==> src/pkg/acc_ops_regs.svh <==
// bit-position and reset constants for the accumulator operation group
`ifndef ACC_OPS_REGS_SVH
`define ACC_OPS_REGS_SVH
`define ACC_RESET_VAL   8'h00
`define FLAG_RESET_VAL  1'b0
`define STROBE_RESET_VAL 1'b0
`define WDATA_RESET_VAL 8'h00
`define HALF_CARRY_BIT  4
`define SIGN_BIT        7
`endif

==> src/pkg/acc_ops_pkg.sv <==
// operation codes and state types for the accumulator operation group
package acc_ops_pkg;
  // operations executed by the datapath
  typedef enum logic [2:0] {
    OP_NONE,
    OP_ADD_TO_MEM,
    OP_AND_TO_ACC,
    OP_AND_IMM,
    OP_AND_TO_MEM,
    OP_LOAD_ACC     // accumulator load from the immediate bus
  } op_e;
  // write-back sequencer states
  typedef enum logic [0:0] {
    ST_IDLE,
    ST_DONE
  } seq_e;
endpackage

==> src/design/acc_alu_core.sv <==
// combinational adder and logic unit with flag computation
`timescale 1ns/100ps
`default_nettype none
`include "acc_ops_regs.svh"
module acc_alu_core (
  // operands
  input  wire logic [7:0] a,
  input  wire logic [7:0] b,
  // results
  output logic [7:0] sum,
  output logic [7:0] conj,
  output logic       carry,
  output logic       half_carry,
  output logic       overflow,
  output logic       sum_zero,
  output logic       conj_zero,
  output logic       signed_cond
);
  // nine-bit sum keeps the carry out
  wire [8:0] full_sum = {1'b0, a} + {1'b0, b};
  // low nibble sum yields the half carry
  wire [4:0] low_sum  = {1'b0, a[3:0]} + {1'b0, b[3:0]};

  assign sum        = full_sum[7:0];
  assign conj       = a & b;
  assign carry      = full_sum[8];
  assign half_carry = low_sum[`HALF_CARRY_BIT];
  // overflow when like-signed operands give an unlike-signed sum
  assign overflow   = (a[`SIGN_BIT] == b[`SIGN_BIT]) &&
                      (sum[`SIGN_BIT] != a[`SIGN_BIT]);
  assign sum_zero   = (sum == 8'h00);
  assign conj_zero  = (conj == 8'h00);
  // true sign of the result regardless of overflow
  assign signed_cond = overflow ^ sum[`SIGN_BIT];
endmodule
`default_nettype wire

==> src/design/acc_add_and_ops.sv <==
// accumulator add and logical-and instruction datapath with status flags
`timescale 1ns/100ps
`default_nettype none
`include "acc_ops_regs.svh"
module acc_add_and_ops (
  // clock and reset
  input  wire logic                CLK,
  input  wire logic                RST_N,
  // instruction issue
  input  wire logic                OP_VALID,
  input  wire acc_ops_pkg::op_e    OP_CODE,
  input  wire logic [7:0]          MEM_RDATA,
  input  wire logic [7:0]          IMM_DATA,
  // memory write-back
  output logic                     MEM_WE,
  output logic [7:0]               MEM_WDATA,
  // architectural state
  output logic [7:0]               ACC,
  output logic                     ZERO_FLAG,
  output logic                     CARRY_FLAG,
  output logic                     HALF_CARRY_FLAG,
  output logic                     OVERFLOW_FLAG,
  output logic                     SIGNED_CONDITION_FLAG
);
  // registered state
  logic [7:0] acc_ff;          // accumulator
  logic       zero_ff;         // zero flag
  logic       carry_ff;        // carry flag
  logic       half_carry_ff;   // half carry flag
  logic       overflow_ff;     // overflow flag
  logic       signed_cond_ff;  // signed-condition flag
  logic       mem_we_ff;       // write-back strobe
  logic [7:0] mem_wdata_ff;    // write-back data

  // alu results
  logic [7:0] alu_sum;
  logic [7:0] alu_conj;
  logic       alu_carry;
  logic       alu_half;
  logic       alu_ovf;
  logic       alu_sum_zero;
  logic       alu_conj_zero;
  logic       alu_signed;

  // true when the issued operation matches the wanted code
  function automatic logic op_hit(input logic             valid,
                                  input acc_ops_pkg::op_e code,
                                  input acc_ops_pkg::op_e want);
    return valid && (code == want);
  endfunction

  // immediate form swaps memory operand for instruction data
  wire        is_imm   = op_hit(OP_VALID, OP_CODE, acc_ops_pkg::OP_AND_IMM);
  wire [7:0]  operand  = is_imm ? IMM_DATA : MEM_RDATA;

  acc_alu_core u_alu (
    .a           (acc_ff),
    .b           (operand),
    .sum         (alu_sum),
    .conj        (alu_conj),
    .carry       (alu_carry),
    .half_carry  (alu_half),
    .overflow    (alu_ovf),
    .sum_zero    (alu_sum_zero),
    .conj_zero   (alu_conj_zero),
    .signed_cond (alu_signed)
  );

  // operation decode
  wire do_add     = op_hit(OP_VALID, OP_CODE, acc_ops_pkg::OP_ADD_TO_MEM);
  wire do_and_acc = op_hit(OP_VALID, OP_CODE, acc_ops_pkg::OP_AND_TO_ACC);
  wire do_and_mem = op_hit(OP_VALID, OP_CODE, acc_ops_pkg::OP_AND_TO_MEM);
  // load is how the rest of the core sets the accumulator; without it
  // only the and forms touch it and every add starts from reset value
  wire do_load    = op_hit(OP_VALID, OP_CODE, acc_ops_pkg::OP_LOAD_ACC);
  // explicit no-op, only watched by the checks below
  wire do_none    = op_hit(OP_VALID, OP_CODE, acc_ops_pkg::OP_NONE);
  // the and forms that land in the accumulator
  wire to_acc     = do_and_acc || is_imm;
  // any and form writes the zero flag
  wire any_and    = to_acc || do_and_mem;

  // next values
  wire [7:0] nxt_acc       = do_load ? IMM_DATA :
                             to_acc  ? alu_conj : acc_ff;
  wire       nxt_zero      = do_add  ? alu_sum_zero :
                             any_and ? alu_conj_zero : zero_ff;
  // and forms leave the arithmetic flags alone
  wire       nxt_carry     = do_add ? alu_carry  : carry_ff;
  wire       nxt_half      = do_add ? alu_half   : half_carry_ff;
  wire       nxt_ovf       = do_add ? alu_ovf    : overflow_ff;
  wire       nxt_signed    = do_add ? alu_signed : signed_cond_ff;
  // memory targets: sum for add, conjunction for and-to-memory
  wire       nxt_mem_we    = do_add || do_and_mem;
  wire [7:0] nxt_mem_wdata = do_add ? alu_sum :
                             do_and_mem ? alu_conj : mem_wdata_ff;

  // accumulator and flags
  always_ff @(posedge CLK or negedge RST_N) begin
    if (!RST_N) begin
      acc_ff         <= `ACC_RESET_VAL;
      zero_ff        <= `FLAG_RESET_VAL;
      carry_ff       <= `FLAG_RESET_VAL;
      half_carry_ff  <= `FLAG_RESET_VAL;
      overflow_ff    <= `FLAG_RESET_VAL;
      signed_cond_ff <= `FLAG_RESET_VAL;
    end else begin
      acc_ff         <= nxt_acc;
      zero_ff        <= nxt_zero;
      carry_ff       <= nxt_carry;
      half_carry_ff  <= nxt_half;
      overflow_ff    <= nxt_ovf;
      signed_cond_ff <= nxt_signed;
    end
  end

  // memory write-back, one-cycle strobe with held data
  always_ff @(posedge CLK or negedge RST_N) begin
    if (!RST_N) begin
      mem_we_ff    <= `STROBE_RESET_VAL;
      mem_wdata_ff <= `WDATA_RESET_VAL;
    end else begin
      mem_we_ff    <= nxt_mem_we;
      mem_wdata_ff <= nxt_mem_wdata;
    end
  end

  // outputs straight from flops
  assign MEM_WE                = mem_we_ff;
  assign MEM_WDATA             = mem_wdata_ff;
  assign ACC                   = acc_ff;
  assign ZERO_FLAG             = zero_ff;
  assign CARRY_FLAG            = carry_ff;
  assign HALF_CARRY_FLAG       = half_carry_ff;
  assign OVERFLOW_FLAG         = overflow_ff;
  assign SIGNED_CONDITION_FLAG = signed_cond_ff;

  // sign-extended sum, an independent view of the signed add flags
  wire [8:0] ext_sum = {acc_ff[7], acc_ff} + {MEM_RDATA[7], MEM_RDATA};
endmodule
`default_nettype wire

==> config.mk <==
export PLATFORM = sky130hd
export DESIGN_NAME = acc_add_and_ops
export DESIGN_NICKNAME = d
export VERILOG_FILES = /design/src/pkg/acc_ops_pkg.sv /design/src/design/acc_alu_core.sv /design/src/design/acc_add_and_ops.sv
export VERILOG_INCLUDE_DIRS = /design/src /design/src/pkg
export SDC_FILE = /design/constraint.sdc
export NUM_CORES = 1
export LEC_CHECK = 0
export BUFFER_PORTS_ARGS = -buffer_cell sky130_fd_sc_hd__clkbuf_2
export CAP_MARGIN = 20
export CORE_MARGIN = 3
export CORE_UTILIZATION = 46
export CTS_BUF_LIST = sky130_fd_sc_hd__clkbuf_4 sky130_fd_sc_hd__clkbuf_8 sky130_fd_sc_hd__clkbuf_16
export DETAILED_ROUTE_END_ITERATION = 7
export PLACE_DENSITY = 0.76
export SLEW_MARGIN = 5
export SYNTH_ARGS = -nofsm -noshare
export SYNTH_HDL_FRONTEND = slang
export SYNTH_SLANG_ARGS = --single-unit
==> constraint.sdc <==
create_clock -name CLK -period 2.1 [get_ports CLK]
set_input_delay 0.105 -clock CLK [delete_from_list [all_inputs] [get_ports CLK]]
set_output_delay 0.105 -clock CLK [all_outputs]
set_load 0.03 [all_outputs]
==> results of run 1 <==
==> routing by layer <==
metal | up-vias | wire, um | track usage
met4 | 0 | 68 | 0.0788
met2 | 33 | 2000 | 0.410
li1 | 651 | - | -
met3 | 6 | 130 | 0.0189
met1 | 646 | 1550 | 0.233
met5 | - | 0 | 0
==> stage by stage <==
step,util,power [mW],instances,hold WS [ns],TNS [ns]
3_3_place_gp,0.653,1.06,233,0.114,-1.01
4_1_cts,0.680,1.42,240,0.0922,0
2_1_floorplan,-,0.879,141,-0.191,-0.340
5_1_grt,0.696,1.49,243,0.0815,-0.0253
6_report,0.696,1.42,243,0.0910,0
3_5_place_dp,0.653,1.07,233,0.124,-1.29
==> cell type report <==
type	instances	area [um2]
multi-input cells	114	903
fillers	231	867
flip-flops and latches	22	551
repair buffers	70	433
well taps	31	38.8
clock inverters	1	30.0
clock buffers	3	22.5
inverters	2	7.51
==> repair_timing <==
| action | 4_1_cts | 5_1_grt |
|---|---|---|
| hold buffers | 1 | 0 |
| pin swaps | 1 | 10 |
| setup endpoints to repair | 1 | 2 |
| hold endpoints to repair | 22 | 0 |
| resized for setup | 0 | 6 |
| setup buffers | 2 | 3 |
==> worst paths after layout <==
check / startpoint / endpoint / slack (ns) / cells past startpoint
max: ACC[0] / ZERO_FLAG / 0.04 / 7
min: IMM_DATA[2] / ACC[2] / 0.09 / 3
max reg2reg: ACC[0] / ZERO_FLAG / 0.04 / 7
min reg2reg: MEM_WDATA[1] / MEM_WDATA[1] / 0.49 / 2
max in group asynchronous: RST_N / OVERFLOW_FLAG / 1.43 / 2
min in group asynchronous: RST_N / ACC[1] / 0.30 / 2
==> power by group <==
part / switching [mW] / internal [mW]
combinational: 0.324 / 0.231
clock: 0.136 / 0.193
sequential: 0.0453 / 0.488
total: 0.505 / 0.912
==> cells in the mapped netlist, types with 2 or more instances <==
library cell  instances
xor2_1                4
inv_1                 2
a22oi_1               4
nor2b_1               2
nand3_1               2
xnor2_1               4
o21ai_0              13
mux2_2               10
a21oi_1               4
a22o_1                3
dfrtp_1              22
nand2_1              19
mux2i_1              11
ha_1                  9
buf_2                 2
a21o_1                6
nor2_1                8
==> critical path, cell delays in order, from the launching register on <==
cell and delay, ns:
dfrtp_1 0.43, ha_4 0.18, fa_2 0.34, a21o_1 0.19, a31o_1 0.18, a21o_1 0.18, xor2_2 0.16, o41ai_2 0.32
==> state kept, by name, indices dropped and copies added, names as in the netlist <==
name,flops
CARRY_FLAG,1
MEM_WDATA,8
SIGNED_CONDITION_FLAG,1
MEM_WE,1
OVERFLOW_FLAG,1
HALF_CARRY_FLAG,1
ZERO_FLAG,1
ACC,8
==> cells by family after synthesis <==
kind of cell | count (synthesis)
buffers and inverters | 5
flip-flops | 22
XOR/XNOR | 8
multiplexers | 21
AND/OR/NAND/NOR | 38
AO/OA/AOI/OAI | 37
adder cells (fa/ha/maj) | 10
==> out/results.tsv, run 1 <==
stage	metric	value	unit
detailed_routing	drt_iter0_markers	37	
global_route	overflow	0	
sta	fmax	485	MHz
finish	syn2layout_area_growth	39.6	%
synth	synth_seq_cells	22	
synth	synth-compound-area-share	0.179	
finish	fin_area	0.00199	mm2
clock_network	clock_latency	0.31	ns
placed_design	hpwlAfterDp	2.91	mm
sta	worst_slew_pin_slew	0.570	ns
global_route	grtUsageTotal	0.211	
floorplanning	die_h	61.6	um
floorplanning	rows	19	
outcome	status	complete, no violations	
synth	synth_cell_types	33	
floorplanning	start_util	0.499	
synth	synth-xor-area-share	0.0493	
power_and_ir_drop	powerDensity	714	mW/mm2
synth	synth_area	0.00142	mm2
synth	synth_edf_count	0	
floorplanning	die_area	0.00380	mm2
power_and_ir_drop	ir_worst_vdd	0.000412	V
setup_path	required	2.33	ns
synth	synth_top_family_by_area	compound AO/OA/AOI/OAI gates	
sta	period_needed	2.06	ns
clock_network	cts_root_buf	clkbuf_4	
clock_network	cts_tree	built	
synth	async_flop_share	1.00	
floorplanning	pin_count	44	
detailed_routing	wirelength	3.74	mm
floorplanning	core_area	0.00285	mm2
placed_design	globalplace.congestion	0.870	
finish	drive_above_1_share	0.448	
global_route	grt_pass1_vias	1349	
setup_path	critical_path_class	flip-flop to flip-flop	
global_route	antenna_found_initial	0	
finish	mostFrequentLayoutCells	41 x clkbuf_2, 26 x buf_4, 22 x dfrtp_1	
clock_network	htreeDepth	1	
sta	setup_ws	0.0400	ns
sta	drv_slew	0	
clock_network	path_clk_slew	0.13	ns
power_and_ir_drop	p_leak	1.11	nW
synth	syn_nets	173	
floorplanning	die_x	61.6	um
placed_design	port_buffers	43	
placed_design	place_ws	-0.330	ns
job	maxCapViolations	0	
synth	synth_area_leaders	dfrtp_1 39%, ha_1 7.9%, mux2_2 7.9%, mux2i_1 7.7%, nand2_1 5.0%	
synth	synth-simple-area-share	0.120	
sta	relSlewSlack	0.620	
setup_path	worstPathMaxFanout	2	
detailed_routing	first_pass_iters	4	
synth	avgSynthCellArea	10.1	um2
setup_path	end_kind	flip-flop	
synth	yosysTopAreaCell	dfrtp_1	
finish	final_common_cell	clkbuf_2	
sta	setup_viol	0	
sta	period_share	0.981	
clock_network	cts_made_buffers	3	
synth	syn_inst	141	
synth	ys.flop_type	dfrtp_1	
synth	synth_mux_area_frac	0.157	
synth	synth_seq_area_share	0.387	
sta	finClkSkew	0.00422	ns
synth	yosysWarnings	0	
clock_network	cts.sinks	22	
setup_path	cp_data_arrival_time	2.29	ns
synth	synthAdderAreaFrac	0.0932	
detailed_routing	drt-vias-per-instance	5.50	
setup_path	startpoint_type	flip-flop	
detailed_routing	antenna_left	0	
placed_design	postPlaceCellArea	0.00186	mm2
detailed_routing	drc_errors	0	
global_route	grt_pass1_wl	5.88	mm
clock_network	clk_path_buf_depth	2	
finish	final_nets	245	
synth	synth_top_area_share	0.387	
detailed_routing	vias	1336	
sta	rsz0062_at_grt	yes	
global_route	grt_max_degree	23	
detailed_routing	route.detailed.wl_per_inst	15.4	um
finish	num_antenna_cells	0	
min_path	min_path_type	primary input to flip-flop	
sta	hold_viol_final	0	
Power figures use the tool's default switching activity.
==> inputs of run 2 (changes only) <==
ABC_AREA = 1   (was not set)
CORE_UTILIZATION = 47   (was 46)
==> out/results.tsv, run 2 <==
stage	metric	value	unit	change
outcome	status	complete, no violations		unchanged
synth	async_flop_share	1.00		unchanged
detailed_routing	route.detailed.wl_per_inst	12.0	um	was 15.4 um
setup_path	worstPathMaxFanout	3		was 2
global_route	grt_pass1_vias	1499		was 1349
setup_path	cpLargestDelayFamily	simple AND/OR/NAND/NOR gates		was compound AO/OA/AOI/OAI gates
global_route	grtUsageTotal	0.207		was 0.211
synth	synth_seq_cells	22		unchanged
setup_path	reg2regPathDepth	11		was 7
detailed_routing	vias	1603		was 1336
placed_design	place_inst	314		was 233
sta	fin_setup_tns	0	ns	unchanged
sta	finClkSkew	0.00464	ns	was 0.00422 ns
setup_path	slowest_stage	fa_1		was dfrtp_1
clock_network	clk_path_buf_depth	2		unchanged
sta	drv_slew	0		unchanged
power_and_ir_drop	p_total	1.88	mW	was 1.42 mW
synth	avgSynthCellArea	7.59	um2	was 10.1 um2
setup_path	startpoint_type	primary input		was flip-flop
setup_path	critical_path_class	primary input to flip-flop		was flip-flop to flip-flop
sta	period_needed	1.93	ns	was 2.06 ns
synth	yosysTopAreaCell	dfrtp_1		unchanged
finish	final_common_cell	nand2_1		was clkbuf_2
clock_network	cts_root_buf	clkbuf_4		unchanged
sta	rsz0062_at_grt	no		was yes
synth	yosysMostFrequentCell	nand2_1		was dfrtp_1
sta	worst_slew_pin_slew	0.570	ns	about the same
synth	syn_inst	207		was 141
power_and_ir_drop	pwr-share-comb	0.505		was 0.392
min_path	min_path_cells	3		unchanged
placed_design	globalplace.congestion	0.790		was 0.870
synth	synth_cell_types	27		was 33
detailed_routing	drt_iter0_markers	57		was 37
placed_design	port_buffers	43		unchanged
power_and_ir_drop	p_leak	1.16	nW	was 1.11 nW
clock_network	cts_tree	built		unchanged
clock_network	htreeDepth	1		unchanged
detailed_routing	drt-vias-per-instance	5.03		was 5.50
synth	syn_nets	239		was 173
finish	mostFrequentLayoutCells	61 x nand2_1, 43 x clkbuf_2, 24 x inv_1		was 41 x clkbuf_2, 26 x buf_4, 22 x dfrtp_1
clock_network	cts_made_buffers	3		unchanged
clock_network	clock_latency	0.32	ns	was 0.31 ns
placed_design	hpwlAfterDp	3.06	mm	was 2.91 mm
setup_path	rr_startpoint	ACC[0]		unchanged
power_and_ir_drop	switching_share	0.424		was 0.356
setup_path	reg2reg_setup_slack	0.22	ns	was 0.04 ns
floorplanning	core_area	0.00313	mm2	was 0.00285 mm2
min_path	min_path_type	primary input to flip-flop		unchanged
finish	final_nets	308		was 245
floorplanning	die_area	0.00407	mm2	was 0.00380 mm2
floorplanning	rows	20		was 19
finish	utilization	0.672		was 0.696
detailed_routing	drc_errors	0		unchanged
power_and_ir_drop	netSwitchingPower	0.798	mW	was 0.505 mW
synth	synth_area_leaders	dfrtp_1 35%, nand2_1 15%, ha_1 7.2%, nand3_1 6.4%, o21ai_0 6.1%		was dfrtp_1 39%, ha_1 7.9%, mux2_2 7.9%, mux2i_1 7.7%, nand2_1 5.0%
synth	synth_top_area_share	0.351		was 0.387
floorplanning	die_x	63.8	um	was 61.6 um
synth	synth_area	0.00157	mm2	was 0.00142 mm2
floorplanning	start_util	0.502		was 0.499
setup_path	slowest_delay	0.41	ns	was 0.43 ns
floorplanning	die_h	63.8	um	was 61.6 um
min_path	hold_end	ACC[4]		was ACC[2]
sta	setup_ws	0.168	ns	was 0.0400 ns
finish	drive_above_1_share	0.353		was 0.448
sta	fmax	518	MHz	was 485 MHz
clock_network	path_clk_slew	0.14	ns	was 0.13 ns
power_and_ir_drop	powerDensity	896	mW/mm2	was 714 mW/mm2
setup_path	worst-path-buf-inv	2		was 0
clock_network	cts.sinks	22		unchanged
synth	yosysWarnings	0		unchanged
power_and_ir_drop	p_int	1.08	mW	was 0.912 mW
detailed_routing	first_pass_iters	4		unchanged
floorplanning	pin_count	44		unchanged
global_route	grt_pass1_wl	6.75	mm	was 5.88 mm
setup_path	crit_cells	16		was 7
detailed_routing	antenna_left	0		unchanged
finish	num_antenna_cells	0		unchanged
synth	synth_common_cells	61 x nand2_1, 25 x inv_1, 22 x dfrtp_1		was 22 x dfrtp_1, 19 x nand2_1, 13 x o21ai_0
setup_path	regToRegEndpoint	ZERO_FLAG		unchanged
finish	instances_no_fill	319		was 243
job	maxCapViolations	0		unchanged
setup_path	required	2.36	ns	was 2.33 ns
clock_network	cts_resized	0		unchanged
detailed_routing	wirelength	3.82	mm	was 3.74 mm
placed_design	place_ws	-0.168	ns	was -0.330 ns
min_path	min_from	IMM_DATA[4]		was IMM_DATA[2]
global_route	antenna_found_initial	0		unchanged
power_and_ir_drop	ir_worst_vdd	0.000378	V	was 0.000412 V
sta	relSlewSlack	0.620		about the same
global_route	grt_max_degree	25		was 23
synth	synth_seq_area_share	0.351		was 0.387
sta	hold_viol_final	0		unchanged
setup_path	end_kind	flip-flop		unchanged
setup_path	cp_data_arrival_time	2.19	ns	was 2.29 ns
global_route	overflow	0		unchanged
synth	synth_edf_count	0		unchanged
power_and_ir_drop	sequentialPowerShare	0.318		was 0.376
sta	period_share	0.920		was 0.981
sta	setup_viol	0		unchanged
setup_path	crit_chain	clkbuf_2, inv_4, nand3_4, nor2_4, mux2_4, ha_4, fa_1, nand2_1, nand2_1, nand2_1, nand2_1, nand2_1, nand3_1, nor2_1, nand2_1, a21oi_2		was ha_4, fa_2, a21o_1, a31o_1, a21o_1, xor2_2, o41ai_2
synth	ys.flop_type	dfrtp_1		unchanged
power_and_ir_drop	clkPwrFrac	0.178		was 0.232
setup_path	crit_top_cell	nand2_1		was a21o_1
finish	syn2layout_area_growth	33.9	%	was 39.6%
## run 2: cell types whose count changed in the layout (fill, tap and decap cells not counted), moves of 5 or more
cell | previous run | this run
mux2i_1 | 11 | 0
nand3_1 | 1 | 20
nand2_1 | 19 | 61
o211ai_1 | 0 | 5
a21o_1 | 6 | 0
o21ai_0 | 12 | 19
inv_1 | 2 | 24
## run 2: area by class of cell
cell class	instances	area [um2]
Fill cell	296	1030
Sequential cell	22	551
Multi-Input combinational cell	153	913
Inverter	28	113
Timing Repair Buffer	68	418
Clock inverter	1	30.0
Clock buffer	3	22.5
Tap cell	44	55.1
## run 2: per-layer routing
| layer | global-route usage | wire [um] | vias to the layer above |
|---|---|---|---|
| met5 | 0 | 0 | - |
| met4 | 0.0566 | 42 | 0 |
| met3 | 0.0211 | 213 | 8 |
| met2 | 0.347 | 1810 | 51 |
| met1 | 0.284 | 1750 | 723 |
| li1 | - | - | 821 |
## run 2: how the worst max path moves through the flow
| stage | startpoint | end | slack, ns |
|---|---|---|---|
| 6_report | OP_CODE[2] | ZERO_FLAG | 0.17 |
| 5_1_grt | OP_CODE[2] | ZERO_FLAG | 0.008 |
| 4_1_cts | OP_CODE[2] | ZERO_FLAG | 0.15 |
| 3_5_place_dp | OP_CODE[2] | ZERO_FLAG | -0.17 |
| 3_3_place_gp | OP_CODE[2] | ZERO_FLAG | -0.10 |
| 2_1_floorplan | OP_CODE[2] | ZERO_FLAG | -0.01 |
## run 2: what timing repair did
| item | CTS | global route |
|---|---|---|
| hold buffers | 1 | 0 |
| setup buffers | 0 | 0 |
| hold endpoints to repair | 22 | 0 |
## run 2: power by group through the flow
stage / sequential, mW / clock [mW] / combinational, mW
6_report: 0.598 / 0.335 / 0.950
5_1_grt: 0.614 / 0.353 / 1.06
4_1_cts: 0.600 / 0.339 / 0.952
3_5_place_dp: 0.609 / 0 / 0.942
3_3_place_gp: 0.603 / 0 / 0.926
2_1_floorplan: 0.808 / 0 / 0.405
## run 2: kinds of logic after synthesis
group	Yosys count	synth area share
AOI/OAI and AO/OA	33	0.131
adders and majority gates	10	0.0845
buffers and inverters	32	0.0845
DFF	22	0.351
muxes	8	0.0574
and+or+nand+nor	102	0.292
## run 2: per-stage QoR
step | hold slack [ns] | area [um2]
after floorplan | -0.191 | 1600
after global placement | 0.112 | 2040
after detailed placement | 0.114 | 2040
after CTS | 0.0170 | 2100
after global routing | 0.0401 | 2100
final | 0.0194 | 2100
## run 2: worst reg2reg max path: stages (launching register included)
cell and delay [ns]:
dfrtp_1 0.46, ha_4 0.19, fa_1 0.41, nand2_1 0.10
nand2_1 0.09, nand2_1 0.09, nand2_1 0.05, nand2_1 0.07
nand3_1 0.08, nor2_1 0.11, nand2_1 0.07, a21oi_2 0.11
==> inputs of run 3 (changes only) <==
CORE_UTILIZATION = 48   (was 47)
PLACE_DENSITY = 0.77   (was 0.76)
SYNTH_HIERARCHICAL = 1   (was not set)
==> out/results.tsv, run 3 <==
stage	metric	value	unit	change
sta	worst_slew_pin_slew	0.578	ns	was 0.570 ns
floorplanning	die_area	0.00422	mm2	was 0.00407 mm2
synth	yosysTopAreaCell	dfrtp_1		unchanged
setup_path	required	2.35	ns	was 2.36 ns
finish	final_common_cell	nand2_1		unchanged
sta	setup_ws	0.140	ns	was 0.168 ns
detailed_routing	route.detailed.wl_per_inst	10.6	um	was 12.0 um
clock_network	cts_made_buffers	3		unchanged
outcome	status	complete, no violations		unchanged
setup_path	crit_chain	ha_4, inv_2, fa_2, nand2_1, nor2_1, nand3_1, nor2_1, nand3_1, nor2_1, nand3_1, nand2_1, nand2_1, nand2_1		was clkbuf_2, inv_4, nand3_4, nor2_4, mux2_4, ha_4, fa_1, nand2_1, nand2_1, nand2_1, nand2_1, nand2_1, nand3_1, nor2_1, nand2_1, a21oi_2
synth	avgSynthCellArea	6.47	um2	was 7.59 um2
floorplanning	start_util	0.525		was 0.502
clock_network	cts_root_buf	clkbuf_4		unchanged
global_route	antenna_found_initial	0		unchanged
synth	synth_area	0.00167	mm2	was 0.00157 mm2
job	maxCapViolations	0		unchanged
synth	synth_top_area_share	0.330		was 0.351
finish	mostFrequentLayoutCells	105 x nand2_1, 43 x clkbuf_2, 39 x inv_1		was 61 x nand2_1, 43 x clkbuf_2, 24 x inv_1
synth	synth_cell_types	22		was 27
synth	syn_nets	289		was 239
floorplanning	pin_count	44		unchanged
global_route	overflow	0		unchanged
power_and_ir_drop	p_total	1.95	mW	was 1.88 mW
sta	finClkSkew	0.00239	ns	was 0.00464 ns
setup_path	crit_start	ACC[0]		was OP_CODE[2]
global_route	grt_pass1_vias	1551		was 1499
setup_path	startpoint_type	flip-flop		was primary input
clock_network	cts_tree	built		unchanged
finish	utilization	0.705		was 0.672
finish	num_antenna_cells	0		unchanged
detailed_routing	antenna_left	0		unchanged
synth	synth_seq_area_share	0.330		was 0.351
sta	relSlewSlack	0.615		was 0.620
finish	final_nets	363		was 308
setup_path	slowest_delay	0.53	ns	was 0.41 ns
clock_network	clk_path_buf_depth	2		unchanged
sta	hold_viol_final	0		unchanged
synth	synth_area_leaders	dfrtp_1 33%, nand2_1 24%, nand3_1 10%, inv_1 9.4%, ha_1 6.0%		was dfrtp_1 35%, nand2_1 15%, ha_1 7.2%, nand3_1 6.4%, o21ai_0 6.1%
setup_path	rr_startpoint	ACC[0]		unchanged
placed_design	postPlaceCellArea	0.00215	mm2	was 0.00204 mm2
global_route	grtUsageTotal	0.202		was 0.207
setup_path	cp_data_arrival_time	2.21	ns	was 2.19 ns
placed_design	hpwlAfterDp	3.08	mm	was 3.06 mm
power_and_ir_drop	p_leak	1.33	nW	was 1.16 nW
sta	drv_slew	0		unchanged
detailed_routing	first_pass_iters	4		unchanged
setup_path	cpLargestDelayFamily	simple AND/OR/NAND/NOR gates		unchanged
global_route	grt_max_degree	23		was 25
sta	worst_hold_slack	0.0749	ns	was 0.0194 ns
setup_path	slowest_stage	fa_2		was fa_1
placed_design	place_ws	-0.210	ns	was -0.168 ns
detailed_routing	drt-vias-per-instance	4.77		was 5.03
synth	synth_common_cells	106 x nand2_1, 42 x inv_1, 34 x nand3_1		was 61 x nand2_1, 25 x inv_1, 22 x dfrtp_1
finish	fin_area	0.00224	mm2	was 0.00210 mm2
setup_path	worstPathMaxFanout	2		was 3
placed_design	globalplace.congestion	0.844		was 0.790
power_and_ir_drop	powerDensity	871	mW/mm2	was 896 mW/mm2
detailed_routing	drc_errors	0		unchanged
synth	async_flop_share	1.00		unchanged
floorplanning	rows	20		unchanged
clock_network	cts.sinks	22		unchanged
synth	yosysWarnings	6		was 0
setup_path	crit_top_cell	nand2_1		unchanged
synth	yosysMostFrequentCell	nand2_1		unchanged
min_path	min_path_type	primary input to flip-flop		unchanged
detailed_routing	vias	1790		was 1603
synth	ys.flop_type	dfrtp_1		unchanged
clock_network	htreeDepth	1		unchanged
synth	syn_inst	258		was 207
floorplanning	die_h	65.0	um	was 63.8 um
placed_design	port_buffers	43		unchanged
synth	synth_edf_count	0		unchanged
sta	fmax	510	MHz	was 518 MHz
min_path	min_from	IMM_DATA[2]		was IMM_DATA[4]
sta	setup_viol	0		unchanged
detailed_routing	wirelength	3.99	mm	was 3.82 mm
setup_path	critical_path_class	flip-flop to flip-flop		was primary input to flip-flop
clock_network	clock_latency	0.30	ns	was 0.32 ns
sta	period_needed	1.96	ns	was 1.93 ns
detailed_routing	drt_iter0_markers	91		was 57
sta	period_share	0.933		was 0.920
finish	drive_above_1_share	0.281		was 0.353
setup_path	worst-path-buf-inv	1		was 2
global_route	grt_pass1_wl	6.82	mm	was 6.75 mm
finish	syn2layout_area_growth	34.3	%	was 33.9%
setup_path	end_kind	flip-flop		unchanged
clock_network	path_clk_slew	0.13	ns	was 0.14 ns
floorplanning	die_x	65.0	um	was 63.8 um
synth	synth_seq_cells	22		unchanged
floorplanning	core_area	0.00318	mm2	was 0.00313 mm2
power_and_ir_drop	ir_worst_vdd	0.000361	V	was 0.000378 V
-- run 3: cell types whose count changed after synthesis, moves of 8 or more --
cell,before,now
o21ai_0,19,8
nand3_1,20,34
inv_1,25,42
o21a_1,0,8
mux2_2,8,0
nand2_1,61,106
-- run 3: path summary, 6_finish.rpt --
path                              endpoint  cells past startpoint  slack (ns)
setup / recovery                 ZERO_FLAG                     13        0.14
min in group asynchronous           MEM_WE                      2        0.33
max in group asynchronous  HALF_CARRY_FLAG                      2        1.40
setup reg to reg                 ZERO_FLAG                     13        0.14
hold / removal                      ACC[2]                      5        0.07
hold reg to reg            HALF_CARRY_FLAG                      2        0.49
-- run 3: stage by stage --
step           std cells  TNS, ns
6_report             375        0
5_1_grt              375  -0.0128
3_5_place_dp         368   -0.623
3_3_place_gp         368   -0.289
4_1_cts              373        0
2_1_floorplan        258  -0.0232
-- run 3: cells by family (layout without fill, tap and decap cells) --
logic type / Yosys count / in the layout / share of synthesized area
fa+ha+maj: 9 / 9 / 0.0720
simple gates: 157 / 157 / 0.399
flops: 22 / 22 / 0.330
buf+inv: 49 / 122 / 0.124
compound gates: 21 / 21 / 0.0757
-- run 3: what timing repair did --
action	CTS	global route
hold endpoints to repair	22	0
setup endpoints to repair	0	1
buffers inserted	0	2
gates resized for setup	0	6
hold buffers	1	0
-- run 3: area by class of cell --
class	instances	area (um2)
clock buffers	3	22.5
clock inverters	1	30.0
fillers	273	937
inverters	43	174
multi-input cells	187	947
flip-flops and latches	22	551
well taps	44	55.1
repair buffers	75	462
-- run 3: where the power goes --
group / leakage (nW) / internal, mW / switching (mW)
registers: 0.282 / 0.527 / 0.0691
logic: 1.02 / 0.412 / 0.615
clock network: 0.0279 / 0.193 / 0.135
-- run 3: worst min-delay path, stage by stage --
cell and delay, ns:
clkbuf_2 0.07, inv_1 0.04, nand2_1 0.05, nand2_1 0.05, nand2_1 0.04
-- run 3: routing by layer --
layer	wire (um)	part of all wire	vias to the layer above	GRT usage
met5	0	0	-	0
met4	21	0.0053	0	0.0475
met3	231	0.058	2	0.0225
met2	1780	0.45	47	0.319
met1	1960	0.49	790	0.294
li1	-	-	951	-
